==> config.mk <==
export PLATFORM = sky130hd
export DESIGN_NAME = dmaisl_top
export DESIGN_NICKNAME = d
export VERILOG_FILES = /design/src/verilog/dmaisl_pkg.sv /design/src/verilog/dmaisl_evt_unit.sv /design/src/verilog/dmaisl_top.sv
export SDC_FILE = /design/constraint.sdc
export NUM_CORES = 1
export LEC_CHECK = 0
export BUFFER_PORTS_ARGS = -buffer_cell sky130_fd_sc_hd__buf_4
export CAP_MARGIN = 10
export CORE_MARGIN = 1.5
export CORE_UTILIZATION = 30
export CTS_CLUSTER_SIZE = 14
export DETAILED_ROUTE_END_ITERATION = 10
export SETUP_SLACK_MARGIN = 0.4
export SYNTH_ARGS = -nofsm -noshare
export SYNTH_HDL_FRONTEND = slang
export SYNTH_SLANG_ARGS = --single-unit
export TNS_END_PERCENT = 100
==> constraint.sdc <==
create_clock -name REF_CLK_I -period 2.5 [get_ports REF_CLK_I]
set_input_delay 0.375 -clock REF_CLK_I [delete_from_list [all_inputs] [get_ports REF_CLK_I]]
set_output_delay 0.375 -clock REF_CLK_I [all_outputs]
set_load 0.02 [all_outputs]
==> src/verilog/dmaisl_pkg.sv <==
package dmaisl_pkg;

    localparam int NUM_CH = 2;
    localparam int NUM_TYPES = 5;

    // Event type index, also the register slot within each group
    localparam logic [2:0] EV_TFR = 3'h0;
    localparam logic [2:0] EV_BLOCK = 3'h1;
    localparam logic [2:0] EV_SRC_TXN = 3'h2;
    localparam logic [2:0] EV_DST_TXN = 3'h3;
    localparam logic [2:0] EV_ERR = 3'h4;

    // Register groups: slot n sits at base + n * step
    localparam logic [31:0] REG_STEP = 32'h0000_0008;
    localparam logic [31:0] RAW_BASE = 32'hb070_02c0;
    localparam logic [31:0] STATUS_BASE = 32'hb070_02e8;
    localparam logic [31:0] MASK_BASE = 32'hb070_0310;
    localparam logic [31:0] CLEAR_BASE = 32'hb070_0338;

    localparam logic [31:0] DEST_TXN_DONE_RAW_ADDR = 32'hb070_02d8;
    localparam logic [31:0] BUS_ERROR_RAW_ADDR = 32'hb070_02e0;
    localparam logic [31:0] TRANSFER_DONE_MASKED_ADDR = 32'hb070_02e8;
    localparam logic [31:0] BLOCK_DONE_MASKED_ADDR = 32'hb070_02f0;
    localparam logic [31:0] SOURCE_TXN_DONE_MASKED_ADDR = 32'hb070_02f8;

    // Field layout
    localparam int CH_LSB = 0;
    localparam int MASK_WE_LSB = 8;
    localparam logic [1:0] RAW_RST = 2'h0;
    localparam logic [1:0] MASK_RST = 2'h0;
    localparam logic [31:0] RDATA_RST = 32'h0000_0000;
    localparam logic [1:0] ABORT_RST = 2'h0;
    localparam logic [4:0] IRQ_RST = 5'h00;

    // Sides on which bus error detection exists, one bit per channel
    localparam logic [1:0] SRC_ERR_EN = 2'h2;
    localparam logic [1:0] DST_ERR_EN = 2'h1;

    localparam logic [1:0] HTRANS_NONSEQ_BIT = 2'h2;
    localparam logic HRESP_OKAY = 1'b0;
    localparam logic HRESP_ERROR = 1'b1;

    typedef enum logic [4:0] {
        RK_NONE = 5'h01,
        RK_RAW = 5'h02,
        RK_STATUS = 5'h04,
        RK_MASK = 5'h08,
        RK_CLEAR = 5'h10
    } dmaisl_kind_t;

    typedef struct packed {
        dmaisl_kind_t kind;
        logic [2:0] idx;
    } dmaisl_dec_t;

    typedef struct packed {
        logic wr;
        dmaisl_dec_t dec;
    } dmaisl_dph_t;

endpackage : dmaisl_pkg

==> src/verilog/dmaisl_evt_unit.sv <==
`timescale 1ns/1ps
module dmaisl_evt_unit (
    input wire logic clk_i,
    input wire logic rst_i,
    input wire logic [1:0] evt_i,
    input wire logic raw_we_i,
    input wire logic clr_we_i,
    input wire logic mask_we_i,
    input wire logic [31:0] wdata_i,
    output logic [1:0] raw_o,
    output logic [1:0] mask_o,
    output logic [1:0] status_o
);
    logic [1:0] raw_q;
    logic [1:0] raw_d;
    logic [1:0] mask_q;
    logic [1:0] mask_d;

    always_comb begin
        raw_d = raw_q;
        if (raw_we_i) begin
            raw_d = wdata_i[1:0];
        end
        if (clr_we_i) begin
            raw_d = raw_d & ~wdata_i[1:0];
        end
        // Event after clear so a same-cycle event survives
        raw_d = raw_d | evt_i;
        mask_d = mask_q;
        for (int c = 0; c < dmaisl_pkg::NUM_CH; c++) begin
            if (mask_we_i && wdata_i[dmaisl_pkg::MASK_WE_LSB + c]) begin
                mask_d[c] = wdata_i[dmaisl_pkg::CH_LSB + c];
            end
        end
    end

    always_ff @(posedge clk_i or posedge rst_i) begin
        if (rst_i) begin
            raw_q <= dmaisl_pkg::RAW_RST;
            mask_q <= dmaisl_pkg::MASK_RST;
        end else begin
            raw_q <= raw_d;
            mask_q <= mask_d;
        end
    end

    assign raw_o = raw_q;
    assign mask_o = mask_q;
    assign status_o = raw_q & mask_q;
endmodule : dmaisl_evt_unit

==> src/verilog/dmaisl_top.sv <==
`timescale 1ns/1ps
module dmaisl_top (
    input wire logic REF_CLK_I,
    input wire logic SYS_RST_I,
    input wire logic HSEL_I,
    input wire logic [31:0] HADDR_I,
    input wire logic HWRITE_I,
    input wire logic [1:0] HTRANS_I,
    input wire logic [31:0] HWDATA_I,
    input wire logic HREADY_I,
    output logic [31:0] HRDATA_O,
    output logic HREADYOUT_O,
    output logic HRESP_O,
    input wire logic [1:0] TRANSFER_DONE_EVENT_I,
    input wire logic [1:0] BLOCK_DONE_EVENT_I,
    input wire logic [1:0] SOURCE_TXN_DONE_EVENT_I,
    input wire logic [1:0] DEST_TXN_DONE_EVENT_I,
    input wire logic [1:0] DEST_IS_MEM_I,
    input wire logic MST_HRESP_I,
    input wire logic MST_HREADY_I,
    input wire logic [1:0] SRC_DPHASE_I,
    input wire logic [1:0] DST_DPHASE_I,
    output logic [1:0] CH_ABORT_O,
    output logic INT_TFR_O,
    output logic INT_BLOCK_O,
    output logic INT_SRC_TXN_O,
    output logic INT_DST_TXN_O,
    output logic INT_ERR_O
);
    localparam int NT = dmaisl_pkg::NUM_TYPES;

    // Full 32-bit compare; any other address is a hole reading zero
    function automatic dmaisl_pkg::dmaisl_dec_t decode(
        input logic [31:0] a
    );
        dmaisl_pkg::dmaisl_dec_t r;
        logic [31:0] off;
        r.kind = dmaisl_pkg::RK_NONE;
        r.idx = 3'h0;
        for (int t = 0; t < NT; t++) begin
            off = 32'(dmaisl_pkg::REG_STEP * 32'(t));
            if (a == dmaisl_pkg::RAW_BASE + off) begin
                r.kind = dmaisl_pkg::RK_RAW;
                r.idx = 3'(t);
            end
            if (a == dmaisl_pkg::STATUS_BASE + off) begin
                r.kind = dmaisl_pkg::RK_STATUS;
                r.idx = 3'(t);
            end
            if (a == dmaisl_pkg::MASK_BASE + off) begin
                r.kind = dmaisl_pkg::RK_MASK;
                r.idx = 3'(t);
            end
            if (a == dmaisl_pkg::CLEAR_BASE + off) begin
                r.kind = dmaisl_pkg::RK_CLEAR;
                r.idx = 3'(t);
            end
        end
        return r;
    endfunction : decode

    logic [NT-1:0][1:0] evt;
    logic [NT-1:0][1:0] raw;
    logic [NT-1:0][1:0] mask;
    logic [NT-1:0][1:0] status;
    logic [NT-1:0] raw_we;
    logic [NT-1:0] clr_we;
    logic [NT-1:0] mask_we;
    logic [1:0] err_hit;

    dmaisl_pkg::dmaisl_dph_t dph_q;
    dmaisl_pkg::dmaisl_dph_t dph_d;
    logic [31:0] rdata_q;
    logic [31:0] rdata_d;
    logic [1:0] abort_q;
    logic [1:0] abort_d;
    logic [NT-1:0] irq_q;
    logic [NT-1:0] irq_d;

    // Only the first cycle of the two-cycle error answer is taken,
    // so each error gives one event.
    always_comb begin
        err_hit = 2'h0;
        if (MST_HRESP_I == dmaisl_pkg::HRESP_ERROR && !MST_HREADY_I) begin
            err_hit = (SRC_DPHASE_I & dmaisl_pkg::SRC_ERR_EN)
                    | (DST_DPHASE_I & dmaisl_pkg::DST_ERR_EN);
        end
        evt[dmaisl_pkg::EV_TFR] = TRANSFER_DONE_EVENT_I;
        evt[dmaisl_pkg::EV_BLOCK] = BLOCK_DONE_EVENT_I;
        evt[dmaisl_pkg::EV_SRC_TXN] = SOURCE_TXN_DONE_EVENT_I;
        // Memory destination has no transaction level
        evt[dmaisl_pkg::EV_DST_TXN] =
            DEST_TXN_DONE_EVENT_I & ~DEST_IS_MEM_I;
        evt[dmaisl_pkg::EV_ERR] = err_hit;
    end

    // One unit per event type, all written through the same data phase
    for (genvar t = 0; t < NT; t++) begin : g_unit
        dmaisl_evt_unit u_unit (
            .clk_i(REF_CLK_I),
            .rst_i(SYS_RST_I),
            .evt_i(evt[t]),
            .raw_we_i(raw_we[t]),
            .clr_we_i(clr_we[t]),
            .mask_we_i(mask_we[t]),
            .wdata_i(HWDATA_I),
            .raw_o(raw[t]),
            .mask_o(mask[t]),
            .status_o(status[t])
        );
    end

    // Data phase write strobes
    always_comb begin
        raw_we = '0;
        clr_we = '0;
        mask_we = '0;
        if (dph_q.wr) begin
            unique case (dph_q.dec.kind)
                dmaisl_pkg::RK_RAW: raw_we[dph_q.dec.idx] = 1'b1;
                dmaisl_pkg::RK_CLEAR: clr_we[dph_q.dec.idx] = 1'b1;
                dmaisl_pkg::RK_MASK: mask_we[dph_q.dec.idx] = 1'b1;
                dmaisl_pkg::RK_STATUS: ; // Read-only, write dropped
                dmaisl_pkg::RK_NONE: ;
            endcase
        end
    end

    // Address phase: latch decode, prepare read data
    always_comb begin
        dmaisl_pkg::dmaisl_dec_t dec;
        dec = decode(HADDR_I);
        dph_d = '0;
        dph_d.dec.kind = dmaisl_pkg::RK_NONE;
        rdata_d = rdata_q;
        if (HSEL_I && HREADY_I && (HTRANS_I & dmaisl_pkg::HTRANS_NONSEQ_BIT)
                != 2'h0) begin
            dph_d.wr = HWRITE_I;
            dph_d.dec = dec;
            rdata_d = dmaisl_pkg::RDATA_RST;
            if (!HWRITE_I) begin
                unique case (dec.kind)
                    dmaisl_pkg::RK_RAW: rdata_d[1:0] = raw[dec.idx];
                    dmaisl_pkg::RK_STATUS:
                        rdata_d[1:0] = status[dec.idx];
                    dmaisl_pkg::RK_MASK: begin
                        rdata_d[1:0] = mask[dec.idx];
                    end
                    dmaisl_pkg::RK_CLEAR: ;
                    dmaisl_pkg::RK_NONE: ;
                endcase
            end
        end
    end

    // Bus state: data phase decode and read data
    always_ff @(posedge REF_CLK_I or posedge SYS_RST_I) begin
        if (SYS_RST_I) begin
            dph_q <= '{wr: 1'b0, dec: '{kind: dmaisl_pkg::RK_NONE,
                                        idx: 3'h0}};
            rdata_q <= dmaisl_pkg::RDATA_RST;
        end else begin
            dph_q <= dph_d;
            rdata_q <= rdata_d;
        end
    end

    // One-cycle pulse; the engine drops the channel on it.
    // Registered so a glitch on the master bus cannot cancel.
    always_comb begin
        abort_d = err_hit;
    end

    always_ff @(posedge REF_CLK_I or posedge SYS_RST_I) begin
        if (SYS_RST_I) begin
            abort_q <= dmaisl_pkg::ABORT_RST;
        end else begin
            abort_q <= abort_d;
        end
    end

    // Levels are one cycle late, but no decode glitch
    // ever reaches an interrupt pin.
    always_comb begin
        for (int t = 0; t < NT; t++) begin
            irq_d[t] = |status[t];
        end
    end

    always_ff @(posedge REF_CLK_I or posedge SYS_RST_I) begin
        if (SYS_RST_I) begin
            irq_q <= dmaisl_pkg::IRQ_RST;
        end else begin
            irq_q <= irq_d;
        end
    end

    // Zero-wait slave; every access answers OKAY
    assign HREADYOUT_O = 1'b1;
    assign HRESP_O = dmaisl_pkg::HRESP_OKAY;
    assign HRDATA_O = rdata_q;
    assign CH_ABORT_O = abort_q;
    assign INT_TFR_O = irq_q[dmaisl_pkg::EV_TFR];
    assign INT_BLOCK_O = irq_q[dmaisl_pkg::EV_BLOCK];
    assign INT_SRC_TXN_O = irq_q[dmaisl_pkg::EV_SRC_TXN];
    assign INT_DST_TXN_O = irq_q[dmaisl_pkg::EV_DST_TXN];
    assign INT_ERR_O = irq_q[dmaisl_pkg::EV_ERR];
endmodule : dmaisl_top

Word level (Yosys, flattened, before mapping)
Cells that the tools add are included.
{"block": "totals", "out_inout_bits": 41, "elab_cells": 137, "ff_bits": 38, "input_bits": 87}
{"block": "op_classes", "bitwise_logic": 19, "n_lt_le_gt_ge": 3, "n_mux": 48, "n_eq_ne": 26, "n_reduce_logical": 20}
{"cell": "32-bit equality test (second input constant)", "count": 20}
{"cell": "8-bit two-way mux", "count": 19}
{"cell": "5-bit two-way mux", "count": 7}
{"cell": "2-bit two-way mux", "count": 15}
{"cell": "2-bit AND", "count": 11}
{"cell": "2-bit binary-select mux with 3-bit select", "count": 3}
{"cell": "1-bit logical AND", "count": 14}
{"cell": "5-bit by 2-bit equality test with 1-bit output (second input constant)", "count": 2}
{"cell": "5-bit by 4-bit equality test with 1-bit output (second input constant)", "count": 2}
{"cell": "2-bit bitwise OR", "count": 5}
{"cell": "2-bit OR reduction", "count": 5}
{"cell": "9-bit two-way mux", "count": 1}
{"cell": "3-bit by 4-bit less-than comparator with 1-bit output (second input constant)", "count": 2}
{"cell": "2-bit one-hot mux with 3 select lines", "count": 1}
{"cell": "5-bit by 3-bit equality test with 1-bit output (second input constant)", "count": 1}
{"cell": "5-bit equality test (second input constant)", "count": 1}
{"cell": "2-bit NOT", "count": 2}
{"cell": "1-bit demux with 3-bit select", "count": 1}
{"cell": "3-bit by 1-bit >= comparator with 1-bit output (second input constant)", "count": 1}
{"cell": "2-bit by 1-bit bitwise OR with 2-bit output", "count": 1}
{"cell": "1-bit zero test", "count": 1}
{"cell": "1-bit two-way mux", "count": 1}

Depth between registers and ports, before layout
{"block": "depth", "depth_word": 25, "depth_mapped": 10, "mapped_depth_nobuf": 8}

Cells and area by module
Synthesis repeated with hierarchy kept, for this count alone.
{"block": "hier_totals", "hier_cells": 297, "hier_area_um2": 2672.6}
{"module": "dmaisl_top", "cells_each": 212, "area_each_um2": 1715.4, "n_inst": 1, "seq_area_each_um2": 451.7}
{"module": "dmaisl_evt_unit", "cells_each": 17, "area_each_um2": 191.4, "n_inst": 5, "seq_area_each_um2": 100.1}

Worst setup path before layout
No wires, ideal clock.
{"block": "synth_timing", "path_kind": "input to register", "from": "input port HADDR_I[11]", "to": "register rdata_q[1], in the netlist HRDATA_O[1]", "path_stages": 8, "arrival_time_ns": 2.161, "slack_ns": 0.218, "setup_ns": 0.122, "cell_sequence": "or4b_4 > nor3_4 > nand2_1 > buf_2 > mux2_1 > nand4_1 > o221ai_1 > a2bb2oi_1"}
{"block": "synth_via", "elab_chain_len": 24, "word_cells_on_any_way": 51, "classes_between": "23 x eq/ne; 28 x mux"}
{"element": "start: declaration", "line": "dmaisl_top.sv:6", "text": "input wire logic [31:0] HADDR_I,"}
{"element": "32-bit equality test, on equally long branches", "line": "dmaisl_top.sv:46, dmaisl_top.sv:42"}
{"element": "8-bit two-way mux / 5-bit two-way mux (equally long branches)", "line": "dmaisl_top.sv:46, dmaisl_top.sv:42"}
{"element": "8-bit two-way mux, on equally long branches", "line": "dmaisl_top.sv:50, dmaisl_top.sv:46"}
{"element": "8-bit two-way mux, on equally long branches", "line": "dmaisl_top.sv:54, dmaisl_top.sv:50"}
{"element": "8-bit two-way mux, on equally long branches", "line": "dmaisl_top.sv:42, dmaisl_top.sv:54"}
{"element": "8-bit two-way mux, on equally long branches", "line": "dmaisl_top.sv:46, dmaisl_top.sv:42"}
{"element": "8-bit two-way mux, on equally long branches", "line": "dmaisl_top.sv:50, dmaisl_top.sv:46"}
{"element": "8-bit two-way mux, on equally long branches", "line": "dmaisl_top.sv:54, dmaisl_top.sv:50"}
{"element": "[8 not listed]"}
{"element": "8-bit two-way mux, on equally long branches", "line": "dmaisl_top.sv:42, dmaisl_top.sv:54"}
{"element": "8-bit two-way mux, on equally long branches", "line": "dmaisl_top.sv:46, dmaisl_top.sv:42"}
{"element": "8-bit two-way mux, on equally long branches", "line": "dmaisl_top.sv:50, dmaisl_top.sv:46"}
{"element": "8-bit two-way mux (*)", "line": "dmaisl_top.sv:54", "text": "if (a == dmaisl_pkg::CLEAR_BASE + off) begin"}
{"element": "2-bit binary-select mux with 3-bit select, or another cell as far along", "line": "dmaisl_top.sv:147", "text": "rdata_d[1:0] = mask[dec.idx];"}
{"element": "2-bit two-way mux (not written as such), or another cell as far along", "line": "dmaisl_top.sv:147"}
{"element": "2-bit one-hot mux with 3 select lines (*)", "line": "dmaisl_top.sv:142", "text": "unique case (dec.kind)"}
{"element": "2-bit two-way mux (*)", "line": "dmaisl_top.sv:141", "text": "if (!HWRITE_I) begin"}
{"element": "end signal: assignment", "line": "dmaisl_top.sv:161", "text": "rdata_q <= dmaisl_pkg::RDATA_RST;"}
{"element": "end signal: assignment", "line": "dmaisl_top.sv:164", "text": "rdata_q <= rdata_d;"}
{"element": "end: declaration", "line": "dmaisl_top.sv:73", "text": "logic [31:0] rdata_q;"}
Every way passes the cells marked *; elsewhere a longest branch is shown, timed or not. The select of a mux whose other input is x is not followed.
A chain may end at the register's enable or synchronous reset.

Worst setup path after layout
{"block": "layout_timing", "from": "input port HADDR_I[1]", "to": "register rdata_q[0], in the netlist HRDATA_O[0]"}
Same word-level chain as after synthesis.

==> run metrics <==
outcome completed; list of most frequent post-synthesis cells nand2_1, dfrtp_1, buf_4; max cap viols 0; Critical Path, Cell by Cell buf_4 -> or4b_4 -> nor4_4 -> a22o_1 -> a31oi_4 -> mux2_4 -> o22a_1 -> a31oi_1; Yosys reg bits 38; nature of the critical path endpoint register; worst min path class in2async; DP Wirelength 5040 µm; Via density around 4.8; Inserted Clock Buffers 5; largest family of logic cells by synthesized area simple AND/OR/NAND/NOR gates; simple-gate portion of the synthesized area 0.297; Critical Path RT about 2.7 ns; Area growth syn-to-layout 31.3%; clk_lat worst skew approximately 0.30 ns; fraction of registers with async set/reset 1.00; Leakage 1.55 nW; vias roughly 2200; initial antenna violation count 0; Arrival @ worst endpoint roughly 2.3 ns; type of origin of the critical path primary input; mux contribution to synthesized area 0.0906; reg-to-reg critical path startpoint dph_q[4]; CTS Sinks 38; Fin. Hold Viols 0; fraction of layout cells with a size suffix above 1 0.314; first-pass GRT wire length roughly 10000 µm; row count 33; crit path from HADDR_I[1]; IO Pins 128; Mapped Cells about 280; fin area approximately 3300 µm²; Synth Area in Compound Gates 0.110; total design power 1.44 mW; post-route minimum period approximately 2.1 ns; gp weighted congestion between 0.8 and 0.9; overall routing resource usage 0.153; top_reg_cell synth dfrtp_1; most common cell in the synthesized netlist nand2_1; adder-cell share of the synthesized area 0; drc violations 0; violation count after the first detailed-route iteration 140; vias in the first global route between 2000 and 2500; H-tree levels 2; largest net degree at the start of global routing 39; CP bufs+invs 1; CTS tree built; Crit Path Max Fanout 4; die footprint 8930 µm²; Worst path slowest cell or4b_4; peak supply drop approximately 0.21 mV; mean post-synth cell area approximately 8.8 µm²; remaining antenna violation count after routing 0; initial core utilization 0.307; Antenna Cells 0; post-route clock period utilization 0.837; final setup vio count 0; hold_buf cts 0; WS Path Type in2reg; YS warnings 0; dpl cell area 3020 µm²; Synth area leaders dfrtp_1, buf_4, nand2_1; XOR/XNOR Fraction of Synth Area 0.00349; Avg WL per Cell 13.8 µm; largest area contributor in the netlist dfrtp_1; worst stage delay on the critical path 0.59 ns; Post-synth EDFFs 0; area share of the largest cell type after synthesis 0.369; delay-heaviest family, CP simple AND/OR/NAND/NOR gates; Root Buffer Master clkbuf_8; Clk pin slew, worst setup/hold paths 0.08 ns; clk buf depth 2; wirelength, routed 6410 µm; unrepaired setup endpoints after global routing yes; Power Density around 440 nW/µm²; grt ovf 0; chip height 94.5 µm; post-synthesis sequential area ratio 0.379; final-layout fill cell count 828; DR pass1 iterations 4; f_max roughly 480 MHz; IO buf count 64; Synth cell types 51; core area 8180 µm²; fin. max-slew vios 0; Horiz. Die Dim between 90 and 100 µm; nets@finish 446; Post-Syn Area ~2500 µm²; Clock Skew roughly 0.0085 ns
## kinds of logic (layout without fill, tap and decap cells)
kind of cell | count (synthesis) | after routing
simple gates | 136 | 136
buf+inv | 45 | 91
compound gates | 41 | 41
flops | 38 | 38
mux | 21 | 21
other cells | 2 | 32
xor+xnor | 1 | 1
## path summary, 6_finish.rpt
| check | endpoint | slack (ns) | cells past startpoint |
|---|---|---|---|
| max | HRDATA_O[0] | 0.41 | 8 |
| min reg2reg | g_unit[0].u_unit.mask_o[0] | 0.54 | 1 |
| min | irq_q[1] | 0.18 | 3 |
| min in group REF_CLK_I | g_unit[3].u_unit.raw_o[0] | 0.24 | 2 |
| max reg2reg | g_unit[1].u_unit.mask_o[1] | 0.89 | 5 |
| max in group asynchronous | dph_q[3] | 1.95 | 3 |
## flip-flops by register name, summed over array words and instances, names as in the netlist
signal                flops
CH_ABORT_O                2
dph_q                     9
g_unit.u_unit.mask_o     10
HRDATA_O                  2
irq_q                     5
g_unit.u_unit.raw_o      10
## final cells by class
class	instances	area (µm²)	share of cell area
inverter	7	26.3	0.00796
clock inverter	3	68.8	0.0209
multi-input combinational	231	1470	0.446
timing repair buffer	76	582	0.176
sequential	38	952	0.289
clock buffer	5	68.8	0.0209
tap	105	131	0.0398
## worst reg2reg max path, cell delays in order, from the launching register on
cell and delay (ns):
dfrtp_1 0.41, nand2b_1 0.15, nor4_1 0.25, and2_1 0.33, nand2_1 0.10, mux2_2 0.27
## report_power, final
part           switching, mW  internal (mW)  leakage (nW)  total [mW]
logic                  0.108         0.0793          1.01       0.187
clock network          0.234          0.400        0.0683       0.634
registers           0.000862          0.616         0.474       0.617
## metal layers
metal  vias to the layer above  wire length [µm]  GRT usage
met2                        80              3230      0.264
li1                       1079                 -          -
met1                      1080              2740      0.191
met4                         0                68     0.0423
met3                         8               368     0.0370
met5                         -                 0          0
## per-stage QoR
step | setup TNS (ns) | setup slack, ns | utilization | hold WS (ns) | std cells
floorplan | 0 | 0.229 | - | 0.471 | 314
global placement | -0.00577 | -0.00577 | 0.370 | 0.517 | 451
detailed placement | -0.0315 | -0.0173 | 0.370 | 0.521 | 451
CTS | 0 | 0.413 | 0.394 | 0.206 | 462
global route | 0 | 0.327 | 0.404 | 0.223 | 465
finish | 0 | 0.408 | 0.404 | 0.179 | 465
## cells in the final DEF (no fill, tap or decap), drive strengths merged, types with 10 or more instances in the layout
cell type,netlist,final
buf,35,76
conb,2,32
mux2,14,14
o22ai,10,10
and2,10,10
o21ai,10,10
dfrtp,37,37
nand2,42,42
nor2,22,22
nand2b,15,15
## repair_timing
action	in CTS	in global routing
gates resized for setup	6	9
pin swaps	5	10
setup endpoints to repair	2	2
setup buffers	3	3
gates cloned	0	0
Power figures use the tool's default switching activity.
